[src/ccp_pkg.sv]
// Shared constants and types of the clock plan and sync capture block.
// Assumes a 20 MHz reference clock and an APB register bus with 32-bit data.
package ccp_pkg;

    // Register byte offsets.
    localparam logic [7:0] OFS_CTRL = 8'h00;
    localparam logic [7:0] OFS_RATE = 8'h04;
    localparam logic [7:0] OFS_PLL_FREQ = 8'h08;
    localparam logic [7:0] OFS_DIVS = 8'h0c;
    localparam logic [7:0] OFS_STATUS = 8'h10;
    localparam logic [7:0] OFS_IRQ_STAT = 8'h14;
    localparam logic [7:0] OFS_IRQ_MASK = 8'h18;
    localparam logic [7:0] OFS_APPLY = 8'h1c;
    localparam logic [7:0] OFS_ACT_RATE = 8'h20;
    localparam logic [7:0] OFS_ACT_FREQ = 8'h24;

    // Control and divider register field positions.
    localparam int CTRL_TUNE_EN = 0;
    localparam int CTRL_FORCE_LP = 1;
    localparam int CTRL_BITS16 = 2;
    localparam int CTRL_LVDS = 3;
    localparam int CTRL_MCS_EN = 4;
    localparam int CTRL_SYNC_FALL = 5;
    localparam int CTRL_ARB_RATE = 6;
    localparam int CTRL_SER_LSB = 8;
    localparam int DIVS_DIG_LSB = 16;

    // Interrupt status bit positions.
    localparam int IRQ_DONE = 0;
    localparam int IRQ_ERR = 1;
    localparam int IRQ_SYNC = 2;

    // Reset values.
    localparam logic [31:0] CTRL_RST = 32'h0000_0000;
    localparam logic [31:0] DIVS_RST = 32'h0001_0001;
    localparam logic [31:0] RATE_RST = 32'h0000_0000;

    // Frequencies in kHz and rates in Hz.
    localparam logic [31:0] HP_MIN_KHZ = 32'd7200000;
    localparam logic [31:0] HP_MAX_KHZ = 32'd8800000;
    localparam logic [31:0] LP_FIX_KHZ = 32'd4423680;
    localparam logic [31:0] LP_MIN_KHZ = 32'd3300000;
    localparam logic [31:0] LP_MAX_KHZ = 32'd5000000;
    localparam logic [31:0] RATE_MIN_HZ = 32'd24000;
    localparam logic [31:0] RATE_MAX_HZ = 32'd61440000;
    localparam logic [31:0] LTE40_HZ = 32'd61440000;
    localparam logic [39:0] LANE_MAX_BPS = 40'd737280000;
    // Three times 160/3 MHz, so the compare needs no division.
    localparam logic [36:0] HP_ONLY_X3_HZ = 37'd160000000;

    // Dead zone bounds scaled by 24 so every bound is a whole number of Hz.
    localparam int DZ_COUNT = 12;
    localparam logic [36:0] DZ_LO_X24 [DZ_COUNT] = '{
        37'd1200000000, 37'd800000000, 37'd600000000, 37'd400000000,
        37'd300000000, 37'd200000000, 37'd150000000, 37'd100000000,
        37'd75000000, 37'd50000000, 37'd37500000, 37'd25000000};
    localparam logic [36:0] DZ_HI_X24 [DZ_COUNT] = '{
        37'd1280000000, 37'd960000000, 37'd640000000, 37'd480000000,
        37'd320000000, 37'd240000000, 37'd160000000, 37'd120000000,
        37'd80000000, 37'd60000000, 37'd40000000, 37'd30000000};

    // APB request as seen by the slave.
    typedef struct packed {
        logic sel;
        logic enable;
        logic write;
        logic [7:0] addr;
        logic [31:0] wdata;
    } ccp_apb_req_s;

endpackage

[src/ccp_clock_plan.sv]
// Clock plan check, clock generator dividers and sync pulse capture.
// Assumes an APB master on REF_CLK_I and a sync pulse synchronous to it.
//
// Summary of operation
// - Generator makes converter and digital clocks.
// - High-performance PLL accepts 7.2 to 8.8 GHz.
// - Low-power PLL fixed 4423.68 MHz unless tuned.
// - Dividers retimed by PLL reset pulse.
// - Low-power PLL refused for 16-bit LTE40.
// - Low-power lanes: factors 2,8,12,16,32, capped.
// - Arbitrary mode accepts 24 kHz to 61.44 MHz.
// - Rates strictly inside twelve dead zones refused.
// - Above 160/3 MHz use high-performance PLL.
// - Sync capture only active in LVDS mode.
// - Sync sampled on selectable reference edge; code samples rising edges only, the falling choice one cycle later.
// - Sampled sync aligns all internal dividers.
//
// Design decisions made here: the register addresses and the APB register port.
`timescale 1ns/1ps
module ccp_clock_plan
    import ccp_pkg::*;
#(
    parameter int DIV_W = 16
) (
    input wire logic REF_CLK_I,
    input wire logic RESET_N_I,
    input wire logic PSEL_I,
    input wire logic PENABLE_I,
    input wire logic PWRITE_I,
    input wire logic [7:0] PADDR_I,
    input wire logic [31:0] PWDATA_I,
    output logic [31:0] PRDATA_O,
    output logic PREADY_O,
    output logic PSLVERR_O,
    input wire logic SYNC_I,
    output logic CONV_CLK_EN_O,
    output logic DIG_CLK_EN_O,
    output logic HP_PLL_SEL_O,
    output logic IRQ_O
);

    typedef struct packed {
        logic [31:0] ctrl;
        logic [31:0] rate;
        logic [31:0] freq;
        logic [31:0] divs;
        logic [2:0] ist;
        logic [2:0] imask;
        logic hp_sel;
        logic cfg_ok;
        logic [31:0] act_rate;
        logic [31:0] act_freq;
        logic [2:0] sync_cnt;
        logic samp1;
        logic samp2;
        logic sync_prev;
        logic retime;
        logic pready;
        logic pslverr;
        logic [31:0] prdata;
        logic irq;
    } ccp_state_s;

    ccp_state_s s_r;
    ccp_state_s s_nxt;
    ccp_apb_req_s req;

    // True when x lies strictly between lo and hi.
    function automatic logic open_between(input logic [36:0] x, input logic [36:0] lo,
                                          input logic [36:0] hi);
        open_between = (x > lo) && (x < hi);
    endfunction

    // True when x lies between lo and hi with both ends allowed.
    function automatic logic closed_between(input logic [31:0] x, input logic [31:0] lo,
                                            input logic [31:0] hi);
        closed_between = (x >= lo) && (x <= hi);
    endfunction

    // True when the rate, scaled by 24, falls inside any dead zone.
    function automatic logic in_dead_zone(input logic [36:0] r24);
        logic hit;
        hit = 1'b0;
        for (int i = 0; i < DZ_COUNT; i++) begin
            hit = hit | open_between(r24, DZ_LO_X24[i], DZ_HI_X24[i]);
        end
        in_dead_zone = hit;
    endfunction

    // Only the listed lane serialization factors exist on the low-power path.
    function automatic logic ser_legal(input logic [7:0] f);
        ser_legal = (f == 8'h02) || (f == 8'h08) || (f == 8'h0c) || (f == 8'h10) ||
                    (f == 8'h20);
    endfunction

    // Decoded control fields.
    logic tune_en;
    logic force_lp;
    logic bits16;
    logic mcs_active;
    logic sync_fall;
    logic arb_mode;
    logic [7:0] ser_factor;

    // Rate check terms.
    logic [36:0] rate_x24;
    logic [36:0] rate_x3;
    logic [39:0] lane_bps;
    logic range_ok;
    logic dz_hit;
    logic want_hp;
    logic lte40_16;
    logic lte40_12;
    logic use_hp;
    logic lp_lane_ok;
    logic freq_ok;
    logic check_err;
    logic [31:0] new_freq;

    // Bus and event terms.
    logic setup;
    logic access;
    logic wr_ok;
    logic mapped;
    logic apply;
    logic sync_sel;
    logic sync_rise;
    logic align;
    logic [2:0] ev;
    logic [2:0] clr;
    logic [31:0] rd;
    logic conv_en;
    logic dig_en;

    assign req = '{sel: PSEL_I, enable: PENABLE_I, write: PWRITE_I, addr: PADDR_I,
                   wdata: PWDATA_I};

    // Field decode of the stored control word.
    always_comb begin
        tune_en = s_r.ctrl[CTRL_TUNE_EN];
        force_lp = s_r.ctrl[CTRL_FORCE_LP];
        bits16 = s_r.ctrl[CTRL_BITS16];
        mcs_active = s_r.ctrl[CTRL_MCS_EN] & s_r.ctrl[CTRL_LVDS];
        sync_fall = s_r.ctrl[CTRL_SYNC_FALL];
        arb_mode = s_r.ctrl[CTRL_ARB_RATE];
        ser_factor = s_r.ctrl[CTRL_SER_LSB +: 8];
    end

    // Configuration check; scaling avoids dividers in the compare path.
    always_comb begin
        rate_x24 = 37'(s_r.rate) * 37'd24;
        rate_x3 = 37'(s_r.rate) * 37'd3;
        lane_bps = 40'(s_r.rate) * 40'(ser_factor);
        range_ok = closed_between(s_r.rate, RATE_MIN_HZ, RATE_MAX_HZ);
        dz_hit = arb_mode & in_dead_zone(rate_x24);
        want_hp = rate_x3 > HP_ONLY_X3_HZ;
        lte40_16 = force_lp & (s_r.rate == LTE40_HZ) & bits16;
        lte40_12 = force_lp & (s_r.rate == LTE40_HZ) & !bits16;
        // The 12-bit LTE40 rate may stay on the low-power PLL when asked for.
        use_hp = want_hp & !lte40_12;
        lp_lane_ok = ser_legal(ser_factor) && (lane_bps <= LANE_MAX_BPS);
        if (use_hp) begin
            freq_ok = closed_between(s_r.freq, HP_MIN_KHZ, HP_MAX_KHZ);
            new_freq = s_r.freq;
        end else if (tune_en) begin
            freq_ok = closed_between(s_r.freq, LP_MIN_KHZ, LP_MAX_KHZ);
            new_freq = s_r.freq;
        end else begin
            freq_ok = 1'b1;
            new_freq = LP_FIX_KHZ;
        end
        check_err = !range_ok | dz_hit | lte40_16 | !freq_ok |
                    (!use_hp & !lp_lane_ok);
    end

    // Read data and address decode for the setup phase.
    always_comb begin
        mapped = 1'b1;
        rd = 32'h0000_0000;
        unique case (req.addr)
            OFS_CTRL: rd = s_r.ctrl;
            OFS_RATE: rd = s_r.rate;
            OFS_PLL_FREQ: rd = s_r.freq;
            OFS_DIVS: rd = s_r.divs;
            OFS_STATUS: rd = {25'h0, s_r.sync_cnt, mcs_active, s_r.cfg_ok, 1'b0, s_r.hp_sel};
            OFS_IRQ_STAT: rd = {29'h0, s_r.ist};
            OFS_IRQ_MASK: rd = {29'h0, s_r.imask};
            OFS_APPLY: rd = 32'h0000_0000;
            OFS_ACT_RATE: rd = s_r.act_rate;
            OFS_ACT_FREQ: rd = s_r.act_freq;
            default: mapped = 1'b0;
        endcase
    end

    // Sync capture: the falling-edge choice takes the later sample, which trades
    // a full cycle of extra latency for a single clock domain.
    always_comb begin
        sync_sel = sync_fall ? s_r.samp2 : s_r.samp1;
        sync_rise = sync_sel & !s_r.sync_prev & mcs_active;
        align = sync_rise | s_r.retime;
    end

    // Next state of registers, bus answer and interrupt logic.
    always_comb begin
        s_nxt = s_r;
        setup = req.sel & !req.enable;
        access = req.sel & req.enable & s_r.pready;
        wr_ok = access & req.write & !s_r.pslverr;
        apply = wr_ok & (req.addr == OFS_APPLY) & req.wdata[0];
        ev = 3'b000;
        clr = 3'b000;

        // Zero wait states: the answer stands in the first access cycle.
        s_nxt.pready = setup;
        s_nxt.pslverr = setup & !mapped;
        s_nxt.prdata = (setup & !req.write & mapped) ? rd : 32'h0000_0000;

        if (wr_ok) begin
            unique case (req.addr)
                OFS_CTRL: s_nxt.ctrl = req.wdata;
                OFS_RATE: s_nxt.rate = req.wdata;
                OFS_PLL_FREQ: s_nxt.freq = req.wdata;
                OFS_DIVS: s_nxt.divs = req.wdata;
                OFS_IRQ_STAT: clr = req.wdata[2:0];
                OFS_IRQ_MASK: s_nxt.imask = req.wdata[2:0];
                default: s_nxt.ctrl = s_r.ctrl;
            endcase
        end

        // A rejected request leaves the running clock plan untouched.
        s_nxt.retime = 1'b0;
        if (apply) begin
            if (check_err) begin
                ev[IRQ_ERR] = 1'b1;
            end else begin
                s_nxt.hp_sel = use_hp;
                s_nxt.act_rate = s_r.rate;
                s_nxt.act_freq = new_freq;
                s_nxt.cfg_ok = 1'b1;
                s_nxt.retime = 1'b1;
                ev[IRQ_DONE] = 1'b1;
            end
        end

        // Sample the sync pin every reference cycle; count detected pulses.
        s_nxt.samp1 = SYNC_I;
        s_nxt.samp2 = s_r.samp1;
        s_nxt.sync_prev = sync_sel;
        if (sync_rise) begin
            s_nxt.sync_cnt = s_r.sync_cnt + 3'd1;
            ev[IRQ_SYNC] = 1'b1;
        end
        if (!mcs_active) begin
            s_nxt.sync_cnt = 3'd0;
        end

        // Sticky status: an event in the clearing cycle still sets its bit.
        s_nxt.ist = (s_r.ist & ~clr) | ev;
        s_nxt.irq = |(s_nxt.ist & s_nxt.imask);
    end

    // State register.
    always_ff @(posedge REF_CLK_I or negedge RESET_N_I) begin
        if (!RESET_N_I) begin
            s_r <= '{ctrl: CTRL_RST, rate: RATE_RST, freq: LP_FIX_KHZ, divs: DIVS_RST,
                     ist: 3'b000, imask: 3'b000, hp_sel: 1'b0, cfg_ok: 1'b0,
                     act_rate: RATE_RST, act_freq: LP_FIX_KHZ, sync_cnt: 3'd0,
                     samp1: 1'b0, samp2: 1'b0, sync_prev: 1'b0, retime: 1'b0,
                     pready: 1'b0, pslverr: 1'b0, prdata: 32'h0000_0000, irq: 1'b0};
        end else begin
            s_r <= s_nxt;
        end
    end

    // Converter clock enable of the clock generator.
    ccp_divider #(
        .W(DIV_W)
    ) u_conv_div (
        .clk_i(REF_CLK_I),
        .rst_n_i(RESET_N_I),
        .ratio_i(s_r.divs[DIV_W-1:0]),
        .align_i(align),
        .en_o(conv_en)
    );

    // Main digital clock enable of the clock generator.
    ccp_divider #(
        .W(DIV_W)
    ) u_dig_div (
        .clk_i(REF_CLK_I),
        .rst_n_i(RESET_N_I),
        .ratio_i(s_r.divs[DIVS_DIG_LSB +: DIV_W]),
        .align_i(align),
        .en_o(dig_en)
    );

    // Outputs come straight from flip-flops.
    assign PRDATA_O = s_r.prdata;
    assign PREADY_O = s_r.pready;
    assign PSLVERR_O = s_r.pslverr;
    assign HP_PLL_SEL_O = s_r.hp_sel;
    assign IRQ_O = s_r.irq;
    assign CONV_CLK_EN_O = conv_en;
    assign DIG_CLK_EN_O = dig_en;

endmodule

[src/ccp_divider.sv]
// Clock divider of the clock generator: one-cycle enable every ratio cycles.
// Assumes align is a one-cycle pulse in the same clock domain.
`timescale 1ns/1ps
module ccp_divider
    import ccp_pkg::*;
#(
    parameter int W = 16
) (
    input wire logic clk_i,
    input wire logic rst_n_i,
    input wire logic [W-1:0] ratio_i,
    input wire logic align_i,
    output logic en_o
);

    typedef struct packed {
        logic [W-1:0] cnt;
        logic en;
    } ccp_div_state_s;

    ccp_div_state_s s_r;
    ccp_div_state_s s_nxt;
    logic [W-1:0] last;

    // A ratio of zero behaves as one, so the enable never stalls forever.
    always_comb begin
        s_nxt = s_r;
        last = (ratio_i == '0) ? '0 : ratio_i - W'(1);
        if (align_i) begin
            // Restart the phase so every divider counts from the same edge.
            s_nxt.cnt = '0;
            s_nxt.en = 1'b0;
        end else if (s_r.cnt >= last) begin
            s_nxt.cnt = '0;
            s_nxt.en = 1'b1;
        end else begin
            s_nxt.cnt = s_r.cnt + W'(1);
            s_nxt.en = 1'b0;
        end
    end

    // State register.
    always_ff @(posedge clk_i or negedge rst_n_i) begin
        if (!rst_n_i) begin
            s_r <= '0;
        end else begin
            s_r <= s_nxt;
        end
    end

    assign en_o = s_r.en;

endmodule

[config.mk]
export PLATFORM = sky130hd
export DESIGN_NAME = ccp_clock_plan
export DESIGN_NICKNAME = d
export VERILOG_FILES = /design/src/ccp_pkg.sv /design/src/ccp_clock_plan.sv /design/src/ccp_divider.sv
export SDC_FILE = /design/constraint.sdc
export NUM_CORES = 1
export LEC_CHECK = 0
export BUFFER_PORTS_ARGS = -buffer_cell sky130_fd_sc_hd__buf_4
export CAP_MARGIN = 20
export CELL_PAD_IN_SITES_DETAIL_PLACEMENT = 0
export CELL_PAD_IN_SITES_GLOBAL_PLACEMENT = 1
export CORE_AREA = 2 2 197 296
export DETAILED_ROUTE_END_ITERATION = 7
export DIE_AREA = 0 0 199 298
export PLACE_DENSITY = 0.84
export REMOVE_ABC_BUFFERS = 1
export SETUP_SLACK_MARGIN = 0.02
export SLEW_MARGIN = 20
export SYNTH_ARGS = -nofsm -noshare
export SYNTH_HDL_FRONTEND = slang
export SYNTH_SLANG_ARGS = --single-unit
[constraint.sdc]
create_clock -name REF_CLK_I -period 9.9 [get_ports REF_CLK_I]
set_input_delay 2.97 -clock REF_CLK_I [delete_from_list [all_inputs] [get_ports REF_CLK_I]]
set_output_delay 2.97 -clock REF_CLK_I [all_outputs]
set_load 0.05 [all_outputs]
# Yosys cells after proc, flatten, opt, wreduce, memory -nomap -nowiden
# Cells that the tools add are included.
# W data, S select, Z words.
dict set report classes {
  multipliers 3
  n_bitwise 40
  n_reduce_logical 41
  add_sub_neg 5
  order_cmp 34
  eq_ne 16
  muxes 25
}
# operator n
set op_table {}
lappend op_table {{$pmux W32 S9} 1}
lappend op_table {{$mux W32} 3}
lappend op_table {{$gt A37 B26 Y1 const B} 2}
lappend op_table {{$gt A37 B27 Y1 const B} 2}
lappend op_table {{$gt A37 B28 Y1 const B} 2}
lappend op_table {{$gt A37 B29 Y1 const B} 2}
lappend op_table {{$gt A37 B30 Y1 const B} 2}
lappend op_table {{$lt A37 B26 Y1 const B} 2}
lappend op_table {{$lt A37 B27 Y1 const B} 2}
lappend op_table {{$lt A37 B28 Y1 const B} 2}
lappend op_table {{$lt A37 B29 Y1 const B} 2}
lappend op_table {{$lt A37 B30 Y1 const B} 2}
lappend op_table {{$mul A32 B2 Y34 const B} 2}
lappend op_table {{$mux W17} 4}
lappend op_table {{$eq A8 B5 Y1 const B} 5}
lappend op_table {{$le A40 B30 Y1 const B} 1}
lappend op_table {{$mul A32 B8 Y40} 1}
lappend op_table {{$gt A37 B25 Y1 const B} 1}
lappend op_table {{$gt A37 B31 Y1 const B} 1}
lappend op_table {{$lt A37 B25 Y1 const B} 1}
lappend op_table {{$lt A37 B31 Y1 const B} 1}
lappend op_table {{$gt A34 B28 Y1 const B} 1}
lappend op_table {{$add A16 B1 Y16 const B} 2}
lappend op_table {{$eq A32 B26 Y1 const B} 1}
lappend op_table {{32 further kinds} 119}
dict set report word_totals {
  in_bits 46
  output_inout_bits 38
  ff_bits 276
  word_cells 187
}

# Depth between registers and ports, before layout
dict set report depth {
  word_depth 24
  ltp_mapped 28
  ltp_nobuf 23
}

# Cells and area by module
# A second synthesis with hierarchy kept.
dict set report unflattened {
  cells_unflattened 2905
  area_unflattened_um2 26392.8
}
# mod area_per_inst_um2 cells_per_inst seq_area_each_um2 instances
set modules_own_cells {}
lappend modules_own_cells {ccp_clock_plan 23328.6 2543 6068.3 1}
lappend modules_own_cells {{ccp_divider (u_dig_div)} 1584.0 185 425.4 1}
lappend modules_own_cells {{ccp_divider (u_conv_div)} 1480.2 177 425.4 1}

# Worst setup path before layout
# OpenSTA, ideal clock, no wires.
dict set report synth_timing {
  path_type {reg-to-reg}
  from {reg s_r[222] (netlist bit)}
  to {reg s_r[81] (netlist bit)}
  path_stages_with_launch 28
  period_less_slack_ns 6.785
  required_ns 9.775
  setup_time_ns 0.125
  n_path_buf 5
  arrival_ns 6.660
  path_slack_ns 3.115
  path_cell_list {dfrtp_1 > clkbuf_1 > clkbuf_1 > nand2_1 > fa_1 > inv_1 > fa_1 > fa_1 > inv_1 > fa_1 > inv_1 > ha_1 > clkbuf_1 > and3_1 > and2_1 > a221oi_1 > o21ai_1 > nand3_1 > mux2_2 > or3b_2 > nor4_1 > and4_1 > mux2i_1 > a311o_1 > nor3_4 > buf_6 > buf_8 > mux2_4}
}
dict set report synth_via {
  elab_chain_cells 11
  elab_cells_between_ends 17
  cone_classes {mul: 1; order compare: 1; eq/ne: 5; bitwise: 3; reduce/logical: 7}
}
# item line_no
set synth_lines {}
lappend synth_lines {{start: declaration} ccp_clock_plan.sv:64} ;# ccp_state_s s_r;
lappend synth_lines {{start signal: assignment} ccp_clock_plan.sv:265} ;# s_r <= '{ctrl: CTRL_RST, rate: RATE_RST, freq: LP_FIX_KHZ, divs: DIVS_RST,
lappend synth_lines {{start signal: assignment} ccp_clock_plan.sv:271} ;# s_r <= s_nxt;
lappend synth_lines {{branches (longest 5 deep; another with $mul A32 B8 Y40)} --}
lappend synth_lines {{$logic_and A1 B1 Y1 *} ccp_clock_plan.sv:161} ;# lp_lane_ok = ser_legal(ser_factor) && (lane_bps <= LANE_MAX_BPS);
lappend synth_lines {{$logic_not A1 Y1 *} ccp_clock_plan.sv:173} ;# (!use_hp & !lp_lane_ok);
lappend synth_lines {{$and A1 B1 Y1 *} ccp_clock_plan.sv:173}
lappend synth_lines {{$or A1 B1 Y1 *} ccp_clock_plan.sv:172} ;# check_err = !range_ok | dz_hit | lte40_16 | !freq_ok |
lappend synth_lines {{$not A1 Y1 (no source line) *} --}
lappend synth_lines {{$reduce_and A2 Y1 (no source line) *} --}
# Every way passes the cells marked *.
# A chain may end at the register's enable or synchronous reset.

# Final worst setup path
dict set report layout_timing {
  from {reg s_r[221] (netlist bit)}
  to {reg s_r[105] (netlist bit)}
}
# The elaborated chain is that of the path after synthesis.

==> impl_metrics.tcl <==
set metrics [dict create \
    rows 107 \
    yosys-top-cells-count "361 x nand2_1, 266 x dfrtp_1, 250 x inv_1, 181 x fa_1, 154 x ha_1" \
    diodes 0 \
    crit_family "adder cells" \
    timing.fmax_mhz 125 \
    worst_path_largest_cell_delay_ps 740 \
    drc 0 \
    crit_path_end "s_r[105]" \
    areaGrowthSynthToFinish_pct 6.38 \
    async_flop_share_pct 100 \
    met1_usage_pct 34.0 \
    synthFlopType "dfrtp_1" \
    rr_worst_depth 23 \
    worstReg2RegStart "s_r[221]" \
    io_pins 84 \
    first_pass_iters 5 \
    dieArea_um2 59300 \
    hold_violations 0 \
    detail-route-antenna-nets 0 \
    detail_route.iter0.violations 1573 \
    grt_overflow 0 \
    cts_sinks 276 \
    path_cells "buf_4 > and2_1 > fa_1 > inv_1 > fa_1 > fa_1 > fa_1 > inv_1 > ha_1 > a21oi_1 > o21ai_0 > a221oi_1 > o21ai_1 > a311oi_1 > a22o_1 > a21oi_1 > nor4_1 > and4_1 > mux2i_1 > a311o_1 > nor3_4 > buf_12 > mux2_2" \
    synth.largest_area_cell "dfrtp_1" \
    grtUsageMet2_pct 53.8 \
    power_density_nw_per_um2 83.4 \
    yosysSeqAreaShare_pct 25.7 \
    routabilityCongestion 0.947 \
    hold_path.startpoint "s_nxt[37]" \
    critPathMaxFanout 66 \
    grt_max_degree 166 \
    yosysMostFrequentCell "nand2_1" \
    cp_data_arrival_time_ps 8430 \
    finalCritPeriodShare_pct 80.9 \
    crit_path_start_kind "flop" \
    cts_setup_buffers 0 \
    hold_buffers 0 \
    worst_pin_slew_ps 1040 \
    cts_made_buffers 24 \
    r2r-end "s_r[105]" \
    total_power_mw 2.39 \
    dp_cells 3652 \
    cts_resized 0 \
    cp-startpoint "s_r[221]" \
    port_buffers 83 \
    grt_pass1_vias 24100 \
    synth_edf_count 0 \
    antenna_found_initial 0 \
    slew_viol_final 0 \
    start_util_pct 47.6 \
    cts_tree "done" \
    dp_hpwl_um 66300 \
    nFillCells 5245 \
    outcome "completed" \
    cts_root_buffer "clkbuf_16" \
    ir_drop_v 0.000190 \
    synthDistinctLibCells 104 \
    drt-wirelength-per-cell_um 23.8 \
    gr-usage-all-layers_pct 29.7 \
    hold_path.class "reg2reg" \
    clock_skew_ps 25.7 \
    path_depth 23 \
    finalSetupTns_ps 0 \
    cts_buffer_depth 3 \
    crit_path_end_kind "flop" \
    cap_violations 0 \
    cpMaxStageDelayCell "dfrtp_1" \
    layout-drive-gt1-share_pct 13.7 \
    cpMostUsedCell "fa_1" \
    postSynthCellCount 2989 \
    gr-usage-met3_pct 2.45 \
    grt_pass1_wl_um 137000 \
    min_period_ps 8010 \
    stdcell_count 3696 \
    worst_ep_required_time_ps 10320 \
    path_buf_inv 4 \
    synth_seq_cells 276 \
    p_leak_nw 12.4 \
    multi_input_area_um2 18100 \
    vias 23200 \
    syn_avg_cell_area_um2 9.01 \
    final_nets 3296 \
    dieHeight_um 298 \
    vias_per_cell 6.28 \
    die_x_um 199 \
    yosys-top-cells-area "dfrtp_1 25%, fa_1 13%, ha_1 7.2%" \
    rsz0062_at_grt "no" \
    grt.busiest_layer "met2" \
    core_um2 56600 \
    r2r_setup_slack_ps 1890 \
    routed_wl_um 87800 \
    clkLatencyLatePin_ps 560 \
    register_area_um2 6920 \
    finalSetupViolCount 0 \
    slew_headroom_pct 30.2 \
    cts.clk_slew.worst_paths_ps 80 \
    synthesis.area_um2 26900 \
    htreeDepth 1 \
    ys_warn_count 0 \
    synth_top_area_share_pct 24.7 \
    critPathKind "reg2reg" \
]
## cell type report
class,instances,share of cell area (%)
multi-input cells,2248,63.2
flip-flops and latches,276,24.1
well taps,763,3.33
inverters,250,3.28
repair buffers,115,3.13
clock buffers,31,2.36
clock inverters,13,0.524
## cells by family (layout without fill, tap and decap cells)
kind of cell	count (synthesis)	after routing	synth area share, %
and+or+nand+nor	990	990	18.4
AOI/OAI and AO/OA	631	631	16.6
buffers and inverters	465	409	7.21
adders and majority gates	335	335	20.6
DFF	276	276	25.7
muxes	203	203	8.61
xor gates and xnor gates	89	89	2.92
## report_power, final
group          switching, mW  total (mW)  internal, mW  leakage [nW]
clock                  0.463        1.01         0.544         0.396
sequential            0.0183        1.16          1.14          3.69
combinational          0.139       0.224        0.0850          8.36
## metrics by stage
stage               cell area (µm²)  util [%]  setup WS, ps  hold slack [ps]
global placement              27800      49.1          2210              364
finish                        28700      50.6          1890              385
CTS                           28600      50.6          2060              382
detailed placement            27800      49.1          2110              359
global route                  28700      50.6          1660              390
floorplan                     25900         -          1510              350
## layout by cell type, fill, tap and decap left out, types with 10 or more instances in the layout
cell type / n
nand2_1: 360
dfrtp_1: 266
inv_1: 250
fa_1: 181
ha_1: 154
mux2_2: 150
nor2_1: 141
buf_4: 112
a21oi_1: 110
and2_1: 106
a22oi_1: 91
nand3_1: 80
o21ai_0: 72
a31oi_1: 55
xor2_1: 55
nor3_1: 48
nand4_1: 41
nor4_1: 40
a21o_1: 39
a2111oi_0: 36
mux2i_1: 33
xnor2_1: 32
nand2b_1: 28
o211ai_1: 26
nor2b_1: 25
a211oi_1: 25
clkbuf_16: 24
and3_1: 22
mux2_4: 20
or3_1: 16
o21ai_1: 15
o31ai_1: 13
a311oi_1: 10
o21bai_1: 10
o2111ai_1: 10
o21a_1: 10
dfstp_2: 10
## worst register-to-register path: stages, from the launching register on
cell      delay, ps
dfrtp_1         740
buf_4           400
and2_1          200
fa_1            420
inv_1            80
fa_1            450
fa_1            540
fa_1            550
inv_1            40
ha_1            380
a21oi_1         260
o21ai_0         180
a221oi_1        310
o21ai_1         210
a311oi_1        690
a22o_1          220
a21oi_1          60
nor4_1          250
and4_1          410
mux2i_1         120
a311o_1         350
nor3_4          170
buf_12          410
mux2_2          430
## how the worst min path moves through the flow
stage	endpoint	slack, ps	cells after the start
5_1_grt	s_r[37]	390	0
2_1_floorplan	s_r[37]	350	0
3_3_place_gp	s_r[37]	360	0
6_report	s_r[37]	380	0
3_5_place_dp	s_r[37]	360	0
4_1_cts	s_r[37]	380	0
## per-layer routing
metal / part of all wire (%) / up-vias
met2: 52 / 870
li1: - / 10300
met3: 4.5 / 268
met4: 6.3 / 0
met5: 0 / -
met1: 37 / 11700
## registers in the layout (all words and copies together) (netlist names), 16 cells and up
| register | flops |
|---|---|
| s_r | 202 |
| PRDATA_O | 32 |
| u_conv_div.s_r | 16 |
| u_dig_div.s_r | 16 |
(Power assumes the default switching activity.)
